[src/inc/nvmv_pkg.sv]
package nvmv_pkg;
	// image geometry: sixty-four 16-bit words, words 0x00 to 0x3F
	localparam int          NVMV_IMG_WORDS      = 64;
	localparam logic [5:0]  NVMV_IDX_CKVALID    = 6'h03;
	localparam logic [5:0]  NVMV_IDX_RSVD_ONES  = 6'h04;
	localparam logic [5:0]  NVMV_IDX_VERSION    = 6'h05;
	localparam logic [5:0]  NVMV_IDX_BOARD_LO   = 6'h08;
	localparam logic [5:0]  NVMV_IDX_BOARD_HI   = 6'h09;
	localparam logic [5:0]  NVMV_IDX_BOOTCAP    = 6'h33;
	localparam logic [5:0]  NVMV_IDX_CKSUM      = 6'h3F;
	// extra register indices, byte address is four times the index
	localparam logic [9:0]  NVMV_IDX_STATUS     = 10'h040;
	localparam logic [9:0]  NVMV_IDX_SUM        = 10'h041;
	localparam logic [9:0]  NVMV_IDX_CTRL       = 10'h042;
	// boot capability word fields
	localparam int          NVMV_SIG_HI         = 15;
	localparam int          NVMV_SIG_LO         = 14;
	localparam logic [1:0]  NVMV_SIG_VALID      = 2'h1;
	localparam int          NVMV_BIT_EXT_FW     = 3;
	localparam int          NVMV_BIT_UNDRV      = 1;
	localparam int          NVMV_BIT_BASE       = 0;
	// checksum_valid_flag_word fields
	localparam int          NVMV_BIT_LAN        = 11;
	localparam int          NVMV_BIT_CKVALID    = 1;
	// image version codes
	localparam logic [15:0] NVMV_VER_SWITCH     = 16'h0003;
	localparam logic [15:0] NVMV_VER_OTHER      = 16'h0004;
	// checksum target and start value
	localparam logic [15:0] NVMV_CKSUM_TARGET   = 16'hBABA;
	localparam logic [15:0] NVMV_SUM_INIT       = 16'h0000;
	// reset values of image words
	localparam logic [15:0] NVMV_RST_ONES       = 16'hFFFF;
	localparam logic [15:0] NVMV_RST_BOOTCAP    = 16'h4007;
	localparam logic [15:0] NVMV_RST_CKVALID    = 16'h0800;
	localparam logic [15:0] NVMV_RST_VERSION    = 16'h0004;
	localparam logic [15:0] NVMV_RST_OTHER      = 16'h0000;
	// status register bits
	localparam int          NVMV_ST_SIG         = 0;
	localparam int          NVMV_ST_MATCH       = 1;
	localparam int          NVMV_ST_CKFLAG      = 2;
	localparam int          NVMV_ST_BUSY        = 3;
	localparam int          NVMV_CTRL_START     = 0;
	// axi responses
	localparam logic [1:0]  NVMV_RESP_OKAY      = 2'h0;
	localparam logic [1:0]  NVMV_RESP_DECERR    = 2'h3;

	typedef enum logic [1:0] {
		NVMV_IDLE  = 2'b00,
		NVMV_SCAN  = 2'b01,
		NVMV_LATCH = 2'b10
	} nvmv_scan_e;

	// power-up contents of one image word
	function automatic logic [15:0] nvmv_rst_word(input logic [5:0] idx);
		logic [15:0] v;
		v = NVMV_RST_OTHER;
		if (idx == NVMV_IDX_RSVD_ONES || idx == NVMV_IDX_BOARD_LO || idx == NVMV_IDX_BOARD_HI) begin
			v = NVMV_RST_ONES;
		end
		if (idx == NVMV_IDX_BOOTCAP) begin
			v = NVMV_RST_BOOTCAP;
		end
		if (idx == NVMV_IDX_CKVALID) begin
			v = NVMV_RST_CKVALID;
		end
		if (idx == NVMV_IDX_VERSION) begin
			v = NVMV_RST_VERSION;
		end
		return v;
	endfunction
endpackage

[src/rtl/nvmv_sum_acc.sv]
`timescale 1ns/100ps
// 16-bit additive accumulator, carry out dropped
module nvmv_sum_acc
	import nvmv_pkg::*;
(
	input  wire logic        clk,
	input  wire logic        sys_rst,
	input  wire logic        ce,
	input  wire logic        clr,
	input  wire logic        add_en,
	input  wire logic [15:0] addend,
	output logic      [15:0] acc
);
	// plain 16-bit add wraps, so the carry is lost by width
	always_ff @(posedge clk) begin
		if (sys_rst) begin
			acc <= NVMV_SUM_INIT;
		end else if (ce) begin
			if (clr) begin
				acc <= NVMV_SUM_INIT;
			end else if (add_en) begin
				acc <= acc + addend;
			end
		end
	end
endmodule

[src/rtl/nvmv_validator.sv]
`timescale 1ns/100ps
module nvmv_validator
	import nvmv_pkg::*;
#(
	parameter int AW = 12
) (
	input  wire logic          clk,
	input  wire logic          sys_rst,
	input  wire logic          ce,
	input  wire logic [AW-1:0] s_axi_awaddr,
	input  wire logic          s_axi_awvalid,
	output logic               s_axi_awready,
	input  wire logic [31:0]   s_axi_wdata,
	input  wire logic [3:0]    s_axi_wstrb,
	input  wire logic          s_axi_wvalid,
	output logic               s_axi_wready,
	output logic [1:0]         s_axi_bresp,
	output logic               s_axi_bvalid,
	input  wire logic          s_axi_bready,
	input  wire logic [AW-1:0] s_axi_araddr,
	input  wire logic          s_axi_arvalid,
	output logic               s_axi_arready,
	output logic [31:0]        s_axi_rdata,
	output logic [1:0]         s_axi_rresp,
	output logic               s_axi_rvalid,
	input  wire logic          s_axi_rready,
	output logic               image_config_valid,
	output logic               extended_firmware_code_present,
	output logic               universal_driver_present,
	output logic               base_code_present,
	output logic               board_mounted_lan_flag,
	output logic               switch_tuning,
	output logic [15:0]        image_version,
	output logic [31:0]        board_assembly_number,
	output logic               checksum_valid_flag
);
	logic [15:0] img_reg [NVMV_IMG_WORDS];
	logic        bvalid_reg;
	logic        rvalid_reg;
	logic [1:0]  bresp_reg;
	logic [1:0]  rresp_reg;
	logic [31:0] rdata_reg;
	nvmv_scan_e  scan_reg;
	logic [5:0]  scan_idx_reg;
	logic        rescan_reg;
	logic [15:0] sum_reg;
	logic        match_reg;
	logic [15:0] acc;

	// write channel decode; both address and data are taken in one edge
	wire         wr_take    = ce & s_axi_awvalid & s_axi_wvalid & ~bvalid_reg;
	wire  [9:0]  wr_idx     = s_axi_awaddr[AW-1:2];
	wire         wr_img     = wr_idx < 10'(NVMV_IMG_WORDS);
	wire         wr_ro      = (wr_idx == NVMV_IDX_STATUS) | (wr_idx == NVMV_IDX_SUM);
	wire         wr_ctrl    = wr_idx == NVMV_IDX_CTRL;
	wire         wr_ok      = wr_img | wr_ro | wr_ctrl;
	wire         img_we     = wr_take & wr_img;
	wire         start_req  = wr_take & wr_ctrl & s_axi_wstrb[0] & s_axi_wdata[NVMV_CTRL_START];
	assign s_axi_awready = ce & ~bvalid_reg & s_axi_wvalid;
	assign s_axi_wready  = ce & ~bvalid_reg & s_axi_awvalid;
	assign s_axi_bvalid  = bvalid_reg;
	assign s_axi_bresp   = bresp_reg;

	// the words that drive configuration
	wire  [15:0] cap_w      = img_reg[NVMV_IDX_BOOTCAP];
	wire  [15:0] ver_w      = img_reg[NVMV_IDX_VERSION];
	wire  [15:0] ck_w       = img_reg[NVMV_IDX_CKVALID];
	wire         sig_ok     = cap_w[NVMV_SIG_HI:NVMV_SIG_LO] == NVMV_SIG_VALID;

	// read channel decode; busy counts a pending rescan so a poll never sees a stale idle
	wire         rd_take    = ce & s_axi_arvalid & ~rvalid_reg;
	wire  [9:0]  rd_idx     = s_axi_araddr[AW-1:2];
	wire         rd_img     = rd_idx < 10'(NVMV_IMG_WORDS);
	wire  [15:0] rd_word    = img_reg[rd_idx[5:0]];
	wire  [31:0] status_w   = {28'h0000000, (scan_reg != NVMV_IDLE) | rescan_reg,
	                           ck_w[NVMV_BIT_CKVALID],
	                           match_reg, sig_ok};
	wire         rd_status  = rd_idx == NVMV_IDX_STATUS;
	wire         rd_sum     = rd_idx == NVMV_IDX_SUM;
	wire         rd_ctrl    = rd_idx == NVMV_IDX_CTRL;
	wire         rd_ok      = rd_img | rd_status | rd_sum | rd_ctrl;
	wire  [31:0] rd_mux     = rd_img ? {16'h0000, rd_word} :
	                          rd_status ? status_w :
	                          rd_sum ? {16'h0000, sum_reg} : 32'h00000000;
	assign s_axi_arready = ce & ~rvalid_reg;
	assign s_axi_rvalid  = rvalid_reg;
	assign s_axi_rdata   = rdata_reg;
	assign s_axi_rresp   = rresp_reg;

	// image store: stored exactly as written, the block adds nothing of its own
	always_ff @(posedge clk) begin
		if (sys_rst) begin
			for (int i = 0; i < NVMV_IMG_WORDS; i++) begin
				img_reg[i] <= nvmv_rst_word(6'(i));
			end
		end else if (img_we) begin
			if (s_axi_wstrb[0]) begin
				img_reg[wr_idx[5:0]][7:0] <= s_axi_wdata[7:0];
			end
			if (s_axi_wstrb[1]) begin
				img_reg[wr_idx[5:0]][15:8] <= s_axi_wdata[15:8];
			end
		end
	end

	// write response; read-only registers ignore writes, unmapped gives decerr
	always_ff @(posedge clk) begin
		if (sys_rst) begin
			bvalid_reg <= 1'b0;
			bresp_reg  <= NVMV_RESP_OKAY;
		end else if (ce) begin
			if (wr_take) begin
				bvalid_reg <= 1'b1;
				bresp_reg  <= wr_ok ? NVMV_RESP_OKAY : NVMV_RESP_DECERR;
			end else if (s_axi_bready) begin
				bvalid_reg <= 1'b0;
			end
		end
	end

	// read data captured at the address edge
	always_ff @(posedge clk) begin
		if (sys_rst) begin
			rvalid_reg <= 1'b0;
			rresp_reg  <= NVMV_RESP_OKAY;
			rdata_reg  <= 32'h00000000;
		end else if (ce) begin
			if (rd_take) begin
				rvalid_reg <= 1'b1;
				rresp_reg  <= rd_ok ? NVMV_RESP_OKAY : NVMV_RESP_DECERR;
				rdata_reg  <= rd_mux;
			end else if (s_axi_rready) begin
				rvalid_reg <= 1'b0;
			end
		end
	end

	// software helper sum; it never feeds image validity, only the status and sum registers
	always_ff @(posedge clk) begin
		if (sys_rst) begin
			scan_reg     <= NVMV_IDLE;
			scan_idx_reg <= 6'h00;
			rescan_reg   <= 1'b1;
			sum_reg      <= NVMV_SUM_INIT;
			match_reg    <= 1'b0;
		end else if (ce) begin
			// a new write or start wins over the clear at scan launch
			if (img_we | start_req) begin
				rescan_reg <= 1'b1;
			end else if (scan_reg == NVMV_IDLE) begin
				rescan_reg <= 1'b0;
			end
			unique case (scan_reg)
				NVMV_IDLE: begin
					if (rescan_reg) begin
						scan_reg     <= NVMV_SCAN;
						scan_idx_reg <= 6'h00;
					end
				end
				NVMV_SCAN: begin
					scan_idx_reg <= scan_idx_reg + 6'h01;
					if (scan_idx_reg == NVMV_IDX_CKSUM) begin
						scan_reg <= NVMV_LATCH;
					end
				end
				NVMV_LATCH: begin
					sum_reg   <= acc;
					match_reg <= acc == NVMV_CKSUM_TARGET;
					scan_reg  <= NVMV_IDLE;
				end
				default: begin
					scan_reg <= NVMV_IDLE;
				end
			endcase
		end
	end

	// words written mid-scan make the result stale, hence the rescan flag
	nvmv_sum_acc u_acc (
		.clk     (clk),
		.sys_rst (sys_rst),
		.ce      (ce),
		.clr     (scan_reg == NVMV_IDLE),
		.add_en  (scan_reg == NVMV_SCAN),
		.addend  (img_reg[scan_idx_reg]),
		.acc     (acc)
	);

	// configuration follows the signature only; the sum plays no part
	always_ff @(posedge clk) begin
		if (sys_rst) begin
			image_config_valid             <= 1'b0;
			extended_firmware_code_present <= NVMV_RST_BOOTCAP[NVMV_BIT_EXT_FW];
			universal_driver_present       <= NVMV_RST_BOOTCAP[NVMV_BIT_UNDRV];
			base_code_present              <= NVMV_RST_BOOTCAP[NVMV_BIT_BASE];
			board_mounted_lan_flag         <= NVMV_RST_CKVALID[NVMV_BIT_LAN];
			switch_tuning                  <= 1'b0;
			image_version                  <= NVMV_RST_VERSION;
			board_assembly_number          <= {NVMV_RST_ONES, NVMV_RST_ONES};
			checksum_valid_flag            <= 1'b0;
		end else if (ce) begin
			image_config_valid <= sig_ok;
			if (sig_ok) begin
				extended_firmware_code_present <= cap_w[NVMV_BIT_EXT_FW];
				universal_driver_present       <= cap_w[NVMV_BIT_UNDRV];
				base_code_present              <= cap_w[NVMV_BIT_BASE];
				board_mounted_lan_flag         <= ck_w[NVMV_BIT_LAN];
				switch_tuning                  <= ver_w == NVMV_VER_SWITCH;
				image_version                  <= ver_w;
				board_assembly_number          <= {img_reg[NVMV_IDX_BOARD_HI],
				                                   img_reg[NVMV_IDX_BOARD_LO]};
				checksum_valid_flag            <= ck_w[NVMV_BIT_CKVALID];
			end else begin
				extended_firmware_code_present <= NVMV_RST_BOOTCAP[NVMV_BIT_EXT_FW];
				universal_driver_present       <= NVMV_RST_BOOTCAP[NVMV_BIT_UNDRV];
				base_code_present              <= NVMV_RST_BOOTCAP[NVMV_BIT_BASE];
				board_mounted_lan_flag         <= NVMV_RST_CKVALID[NVMV_BIT_LAN];
				switch_tuning                  <= 1'b0;
				image_version                  <= NVMV_RST_VERSION;
				board_assembly_number          <= {NVMV_RST_ONES, NVMV_RST_ONES};
				checksum_valid_flag            <= 1'b0;
			end
		end
	end
endmodule

[config.mk]
export PLATFORM = sky130hd
export DESIGN_NAME = nvmv_validator
export DESIGN_NICKNAME = d
export VERILOG_FILES = /design/src/inc/nvmv_pkg.sv /design/src/rtl/nvmv_sum_acc.sv /design/src/rtl/nvmv_validator.sv
export SDC_FILE = /design/constraint.sdc
export NUM_CORES = 2
export LEC_CHECK = 0
export BUFFER_PORTS_ARGS = -buffer_cell sky130_fd_sc_hd__buf_2
export CAP_MARGIN = 20
export CORE_MARGIN = 2
export CORE_UTILIZATION = 50
export DETAILED_ROUTE_END_ITERATION = 12
export GPL_ROUTABILITY_DRIVEN = 0
export PLACE_DENSITY = 0.62
export SLEW_MARGIN = 20
export SYNTH_ARGS = -nofsm -noshare
export SYNTH_HDL_FRONTEND = slang
export SYNTH_SLANG_ARGS = --single-unit
export TNS_END_PERCENT = 20
[constraint.sdc]
create_clock -name clk -period 7.4 [get_ports clk]
set_clock_uncertainty 0.05 [all_clocks]
set_input_delay 1.48 -clock clk [delete_from_list [all_inputs] [get_ports clk]]
set_output_delay 1.48 -clock clk [all_outputs]
set_load 0.05 [all_outputs]
# == Yosys cells after proc, flatten, opt, wreduce, memory -nomap -nowiden ==
# Memories as Yosys holds them, arrays and structs flattened. A register that Yosys moved wholly into a read port is not among the register bits.
# Cells that the tools add are included.
# totals
ram_bits,1024
in_bits,68
ff_bits,135
mem_count,1
# op_classes
n_reduce_logical,16
bitwise_logic,23
mux,45
addsub,2
eq_ne,14
n_lt_le_gt_ge,2
# memory_table
memory,words,word_bits,read_ports,rd_clocked_by_memory_dff,wr,line_no,source
img_reg,64,16,7,1,64,nvmv_validator.sv:37,logic [15:0] img_reg [NVMV_IMG_WORDS];
# op_table
operator,n
2-to-1 mux 16 bit,11
"equality test 10 x 7 -> 1 bit, second input constant",6
2-to-1 mux 32 bit,1
2-to-1 mux 6 bit,4
2-to-1 mux 1 bit,22
"less-than comparator 10 x 7 -> 1 bit, second input constant",2
adder 16 bit,1
"equality test 16 bit, second input constant",1
"equality test 16 x 2 -> 1 bit, second input constant",1
OR reduction 16 bit,1
AND reduction 2 bit,7
AND 1 bit,13
case mux 6 bit (2 select lines),1
2-to-1 mux 2 bit,5
nonzero test 2 bit,5
bitwise OR 1 bit,8
"adder 6 x 1 -> 6 bit, second input constant",1
"equality test 6 bit, second input constant",1
AND reduction 3 bit,2
"equality test 2 x 1 -> 1 bit, second input constant",2
"inequality test 2 bit, second input constant",2
case mux 2 bit (2 select lines),1
"equality test 2 bit, second input constant",1
zero test 2 bit,1
NOT 1 bit,2

# == Depth between registers and ports, before layout ==
# logic_depth
word_depth,9
depth_mapped,17
ltp_nobuf,12

# == Modules after synthesis ==
# A second synthesis with hierarchy kept.
# hier_totals
cells_unflattened,4246
hier_area_um2,61452.7
# modules_own_cells
module,area_per_inst_um2,instances,cells_each
nvmv_validator,60179.0,1,4102
nvmv_sum_acc,1273.7,1,144

# == Least setup slack after synthesis ==
# No wires, ideal clock.
# synth_timing
path_type,register to register
start,register (tool-made name)
end,register u_acc.acc[14]
period_less_slack_ns,5.096
path_slack_ns,2.304
n_path_buf,4
stages_incl_launch_ff,17
arrival_ns,4.929
setup_ns,0.117
required_ns,7.233
cell_sequence,dfxtp_1 > buf_2 > buf_2 > clkbuf_1 > clkbuf_1 > mux4_2 > mux4_2 > mux4_2 > ha_1 > fa_1 > a21o_1 > a2111oi_1 > o221ai_1 > a31o_1 > a21oi_1 > xnor2_1 > a22o_1
# synth_rtl
element,line_no,source
end signal: assignment,nvmv_sum_acc.sv:22,acc <= acc + addend;
end: declaration,nvmv_sum_acc.sv:12,output logic [15:0] acc

==> flow_summary.toml <==
[clocking]
cts.sinks = 1147
hold_buffers = 0
post-cts-setup-buffers = 0
clockBufferDepth = 3
cts_tree = "built"
cts-root-buf = "clkbuf_16"
insertion_delay_ns = 0.74
cts_resized = 0
clk_pin_slew_worst_paths_ns = 0.06
cts_made_buffers = 130
h-tree-depth = 4

[detailed_routing]
drc = 0
drt_wl_total_um = 177000
dr.pass1.iters = 6
drt_first_iter_violations = 4112
route.vias.total = 36400
routedWlPerCell_um = 30.8
final_antenna_net_count = 0
via_per_inst = 6.34

[cells_and_area]
nets = 4107
fin_area_mm2 = 0.0667
area_delta_synth_final_pct = 9.83
drive_gt1_frac = 0.253
largest_reg_flops = 1024
nFillCells = 9621

[sta]
rsz0062_at_grt = "false"
min_period_over_period = 0.703
slew_viol_final = 0
finalHoldViolCount = 0
max_clock_freq_ghz = 0.192
tns_ns = 0
relSlewSlack = 0.180
setup_viol_count_final = 0
fin_ws_ns = 2.20
layout_min_cycle_time_ns = 5.20
tightest_slew_ns = 1.23

[power_and_ir_drop]
p_per_area_mw_per_mm2 = 223
fin_total_pwr_w = 0.0149
leakage_nw = 23.4
vdd_drop_max_v = 0.000177

[synth]
yosysWarningCount = 0
synth_adder_area_share = 0.00363
avgSynthCellArea_um2 = 15.0
synthXorXnorAreaFrac = 0.00173
synth_compound_area_frac = 0.0188
synth-async-reset-ratio = 0
synth-seq-area-share = 0.547
synth_cell_type_count = 56
synth_edf_count = 1024
synthCells = 4038
syn_area_mm2 = 0.0607
yosys_register_bits = 1147
yosys-mux-area-fraction = 0.248
synth_ff_type = "edfxtp_1"
yosys.area_share.simple = 0.153
synth_top_family_by_area = "multiplexers"

[critical_path]
cp.arrival_ns = 5.78
crit_fanout = 76
cp_data_required_time_ns = 7.98
critical_path_class = "reg -> reg"
end_kind = "flop"
cp-start-kind = "flop"

[floorplan]
core-area_mm2 = 0.120
rows = 127
die_w_um = 352
start_util = 0.505
die_area_mm2 = 0.124
die_y_um = 352
io_pins = 164

[placement]
dp_hpwl_um = 116000
post-place-ws_ns = 2.08
placed_area_mm2 = 0.0626
port_buffers = 125

[grt]
track_usage = 0.285
grt_pass1_vias = 35800
grt_pass1_wl_um = 255000
grt_max_degree = 127
gr-total-overflow = 0
antenna_found_initial = 17

[outcome]
status = "finished clean"

[run]
maxCapViolCount = 0

[worst_hold_path]
hold_class = "reg -> reg"
[placed cells by master (no fill, tap or decap), types with 5 or more instances in the layout]
cell	count
dfxtp_1	119
inv_1	13
buf_12	11
xnor2_1	8
buf_4	68
a211oi_1	16
a22oi_1	11
o21ai_1	17
conb_1	16
o21bai_1	9
clkinv_1	14
nand3b_1	8
nor2_1	207
inv_2	5
clkinv_2	18
buf_2	121
edfxtp_1	1024
nor3_1	21
nand2_1	81
or2_1	123
nor4_1	8
clkbuf_1	45
a21oi_1	70
clkbuf_8	10
nand3_1	17
nor2b_1	25
and3_1	8
mux2i_1	39
nand2b_1	48
mux4_2	652
ha_1	16
a21o_1	5
o22ai_1	36
or3_1	57
nand4_1	6
and2_1	974
clkbuf_16	139
[path summary, 6_finish.rpt]
path / start / endpoint / slack (ns) / cells after the start
max: flop / u_acc.acc[14] / 2.20 / 14
min: s_axi_rdata[0] / s_axi_rdata[0] / 0.40 / 2
max reg2reg: flop / u_acc.acc[14] / 2.20 / 14
min reg2reg: s_axi_rdata[0] / s_axi_rdata[0] / 0.40 / 2
[routing by layer]
metal	part of all wire	GRT usage	wire length, um	up-vias
met3	0.090	0.0527	15900	226
met1	0.41	0.411	72700	19100
met2	0.48	0.452	84100	1661
met4	0.022	0.0708	3970	20
li1	-	-	-	15400
met5	0.00079	0	139	-
[synthesized netlist by cell type (5+ instances only)]
cell         n  area share
and2_1     974        0.10
or2_1      123       0.013
o21bai_1     9      0.0011
nor2_1     207       0.013
nand3_1     17      0.0014
edfxtp_1  1024        0.51
buf_6        5     0.00093
dfxtp_1    123       0.041
a21oi_1     70      0.0058
nor4_1       8     0.00082
clkbuf_1   255       0.016
mux2i_1     39      0.0064
inv_1       13     0.00080
a211oi_1    16      0.0020
nor2b_1     25      0.0026
nor3_1      21      0.0017
nand2b_1    48      0.0049
xnor2_1      8      0.0012
buf_1       34      0.0021
or3_1       57      0.0059
nand3b_1     8     0.00099
o21ai_1     17      0.0014
a21o_1       5     0.00062
nand4_1      6     0.00062
mux4_2     652        0.24
a22oi_1     11      0.0014
and3_1       8     0.00082
nand2_1     81      0.0050
inv_2        5     0.00031
buf_4       41      0.0051
buf_2       31      0.0026
ha_1        16      0.0033
o22ai_1     36      0.0037
[where the power goes]
group	total, W	internal (W)	leakage [nW]	switching (W)
combinational	0.00130	0.000501	9.54	0.000803
clock	0.00628	0.00367	2.00	0.00261
sequential	0.00729	0.00719	11.9	0.0000992
total	0.0149	0.0114	23.4	0.00351
[cells by family (layout without fill, tap and decap cells)]
kind of cell	count (synthesis)	in the layout
and+or+nand+nor	1598	1598
DFF	1147	1147
muxes	691	691
buffers and inverters	385	457
AOI/OAI and AO/OA	187	187
adders and majority gates	17	17
xor gates and xnor gates	12	12
other	1	19
[area by class of cell]
class | count | area, um2 | share of cell area
well taps | 1612 | 2020 | 0.0303
flip-flops and latches | 1147 | 33200 | 0.498
clock buffers | 195 | 3780 | 0.0567
diodes | 3 | 7.51 | 0.000113
multi-input cells | 2521 | 25900 | 0.388
clock inverters | 40 | 308 | 0.00462
inverters | 19 | 71.3 | 0.00107
repair buffers | 203 | 1380 | 0.0207
[metrics by stage]
step | utilization | std cells | hold slack [ns]
3_5_place_dp | 0.521 | 5502 | 0.398
2_1_floorplan | - | 4053 | 0.386
4_1_cts | 0.555 | 5737 | 0.406
3_3_place_gp | 0.521 | 5502 | 0.395
5_1_grt | 0.555 | 5737 | 0.420
6_report | 0.555 | 5740 | 0.404
[critical path, cell delays in order, from the launching register on]
cell and delay, ns:
dfxtp_4 0.42, buf_12 0.48, mux4_2 0.64, mux4_2 0.56
mux4_2 0.51, ha_1 0.25, fa_1 0.44, a21o_1 0.19
a2111oi_1 0.37, buf_4 0.21, o221ai_1 0.13, a31o_1 0.24
a21oi_1 0.17, xnor2_1 0.09, a22o_1 0.20
No activity file was read; power rests on OpenSTA's default activity.
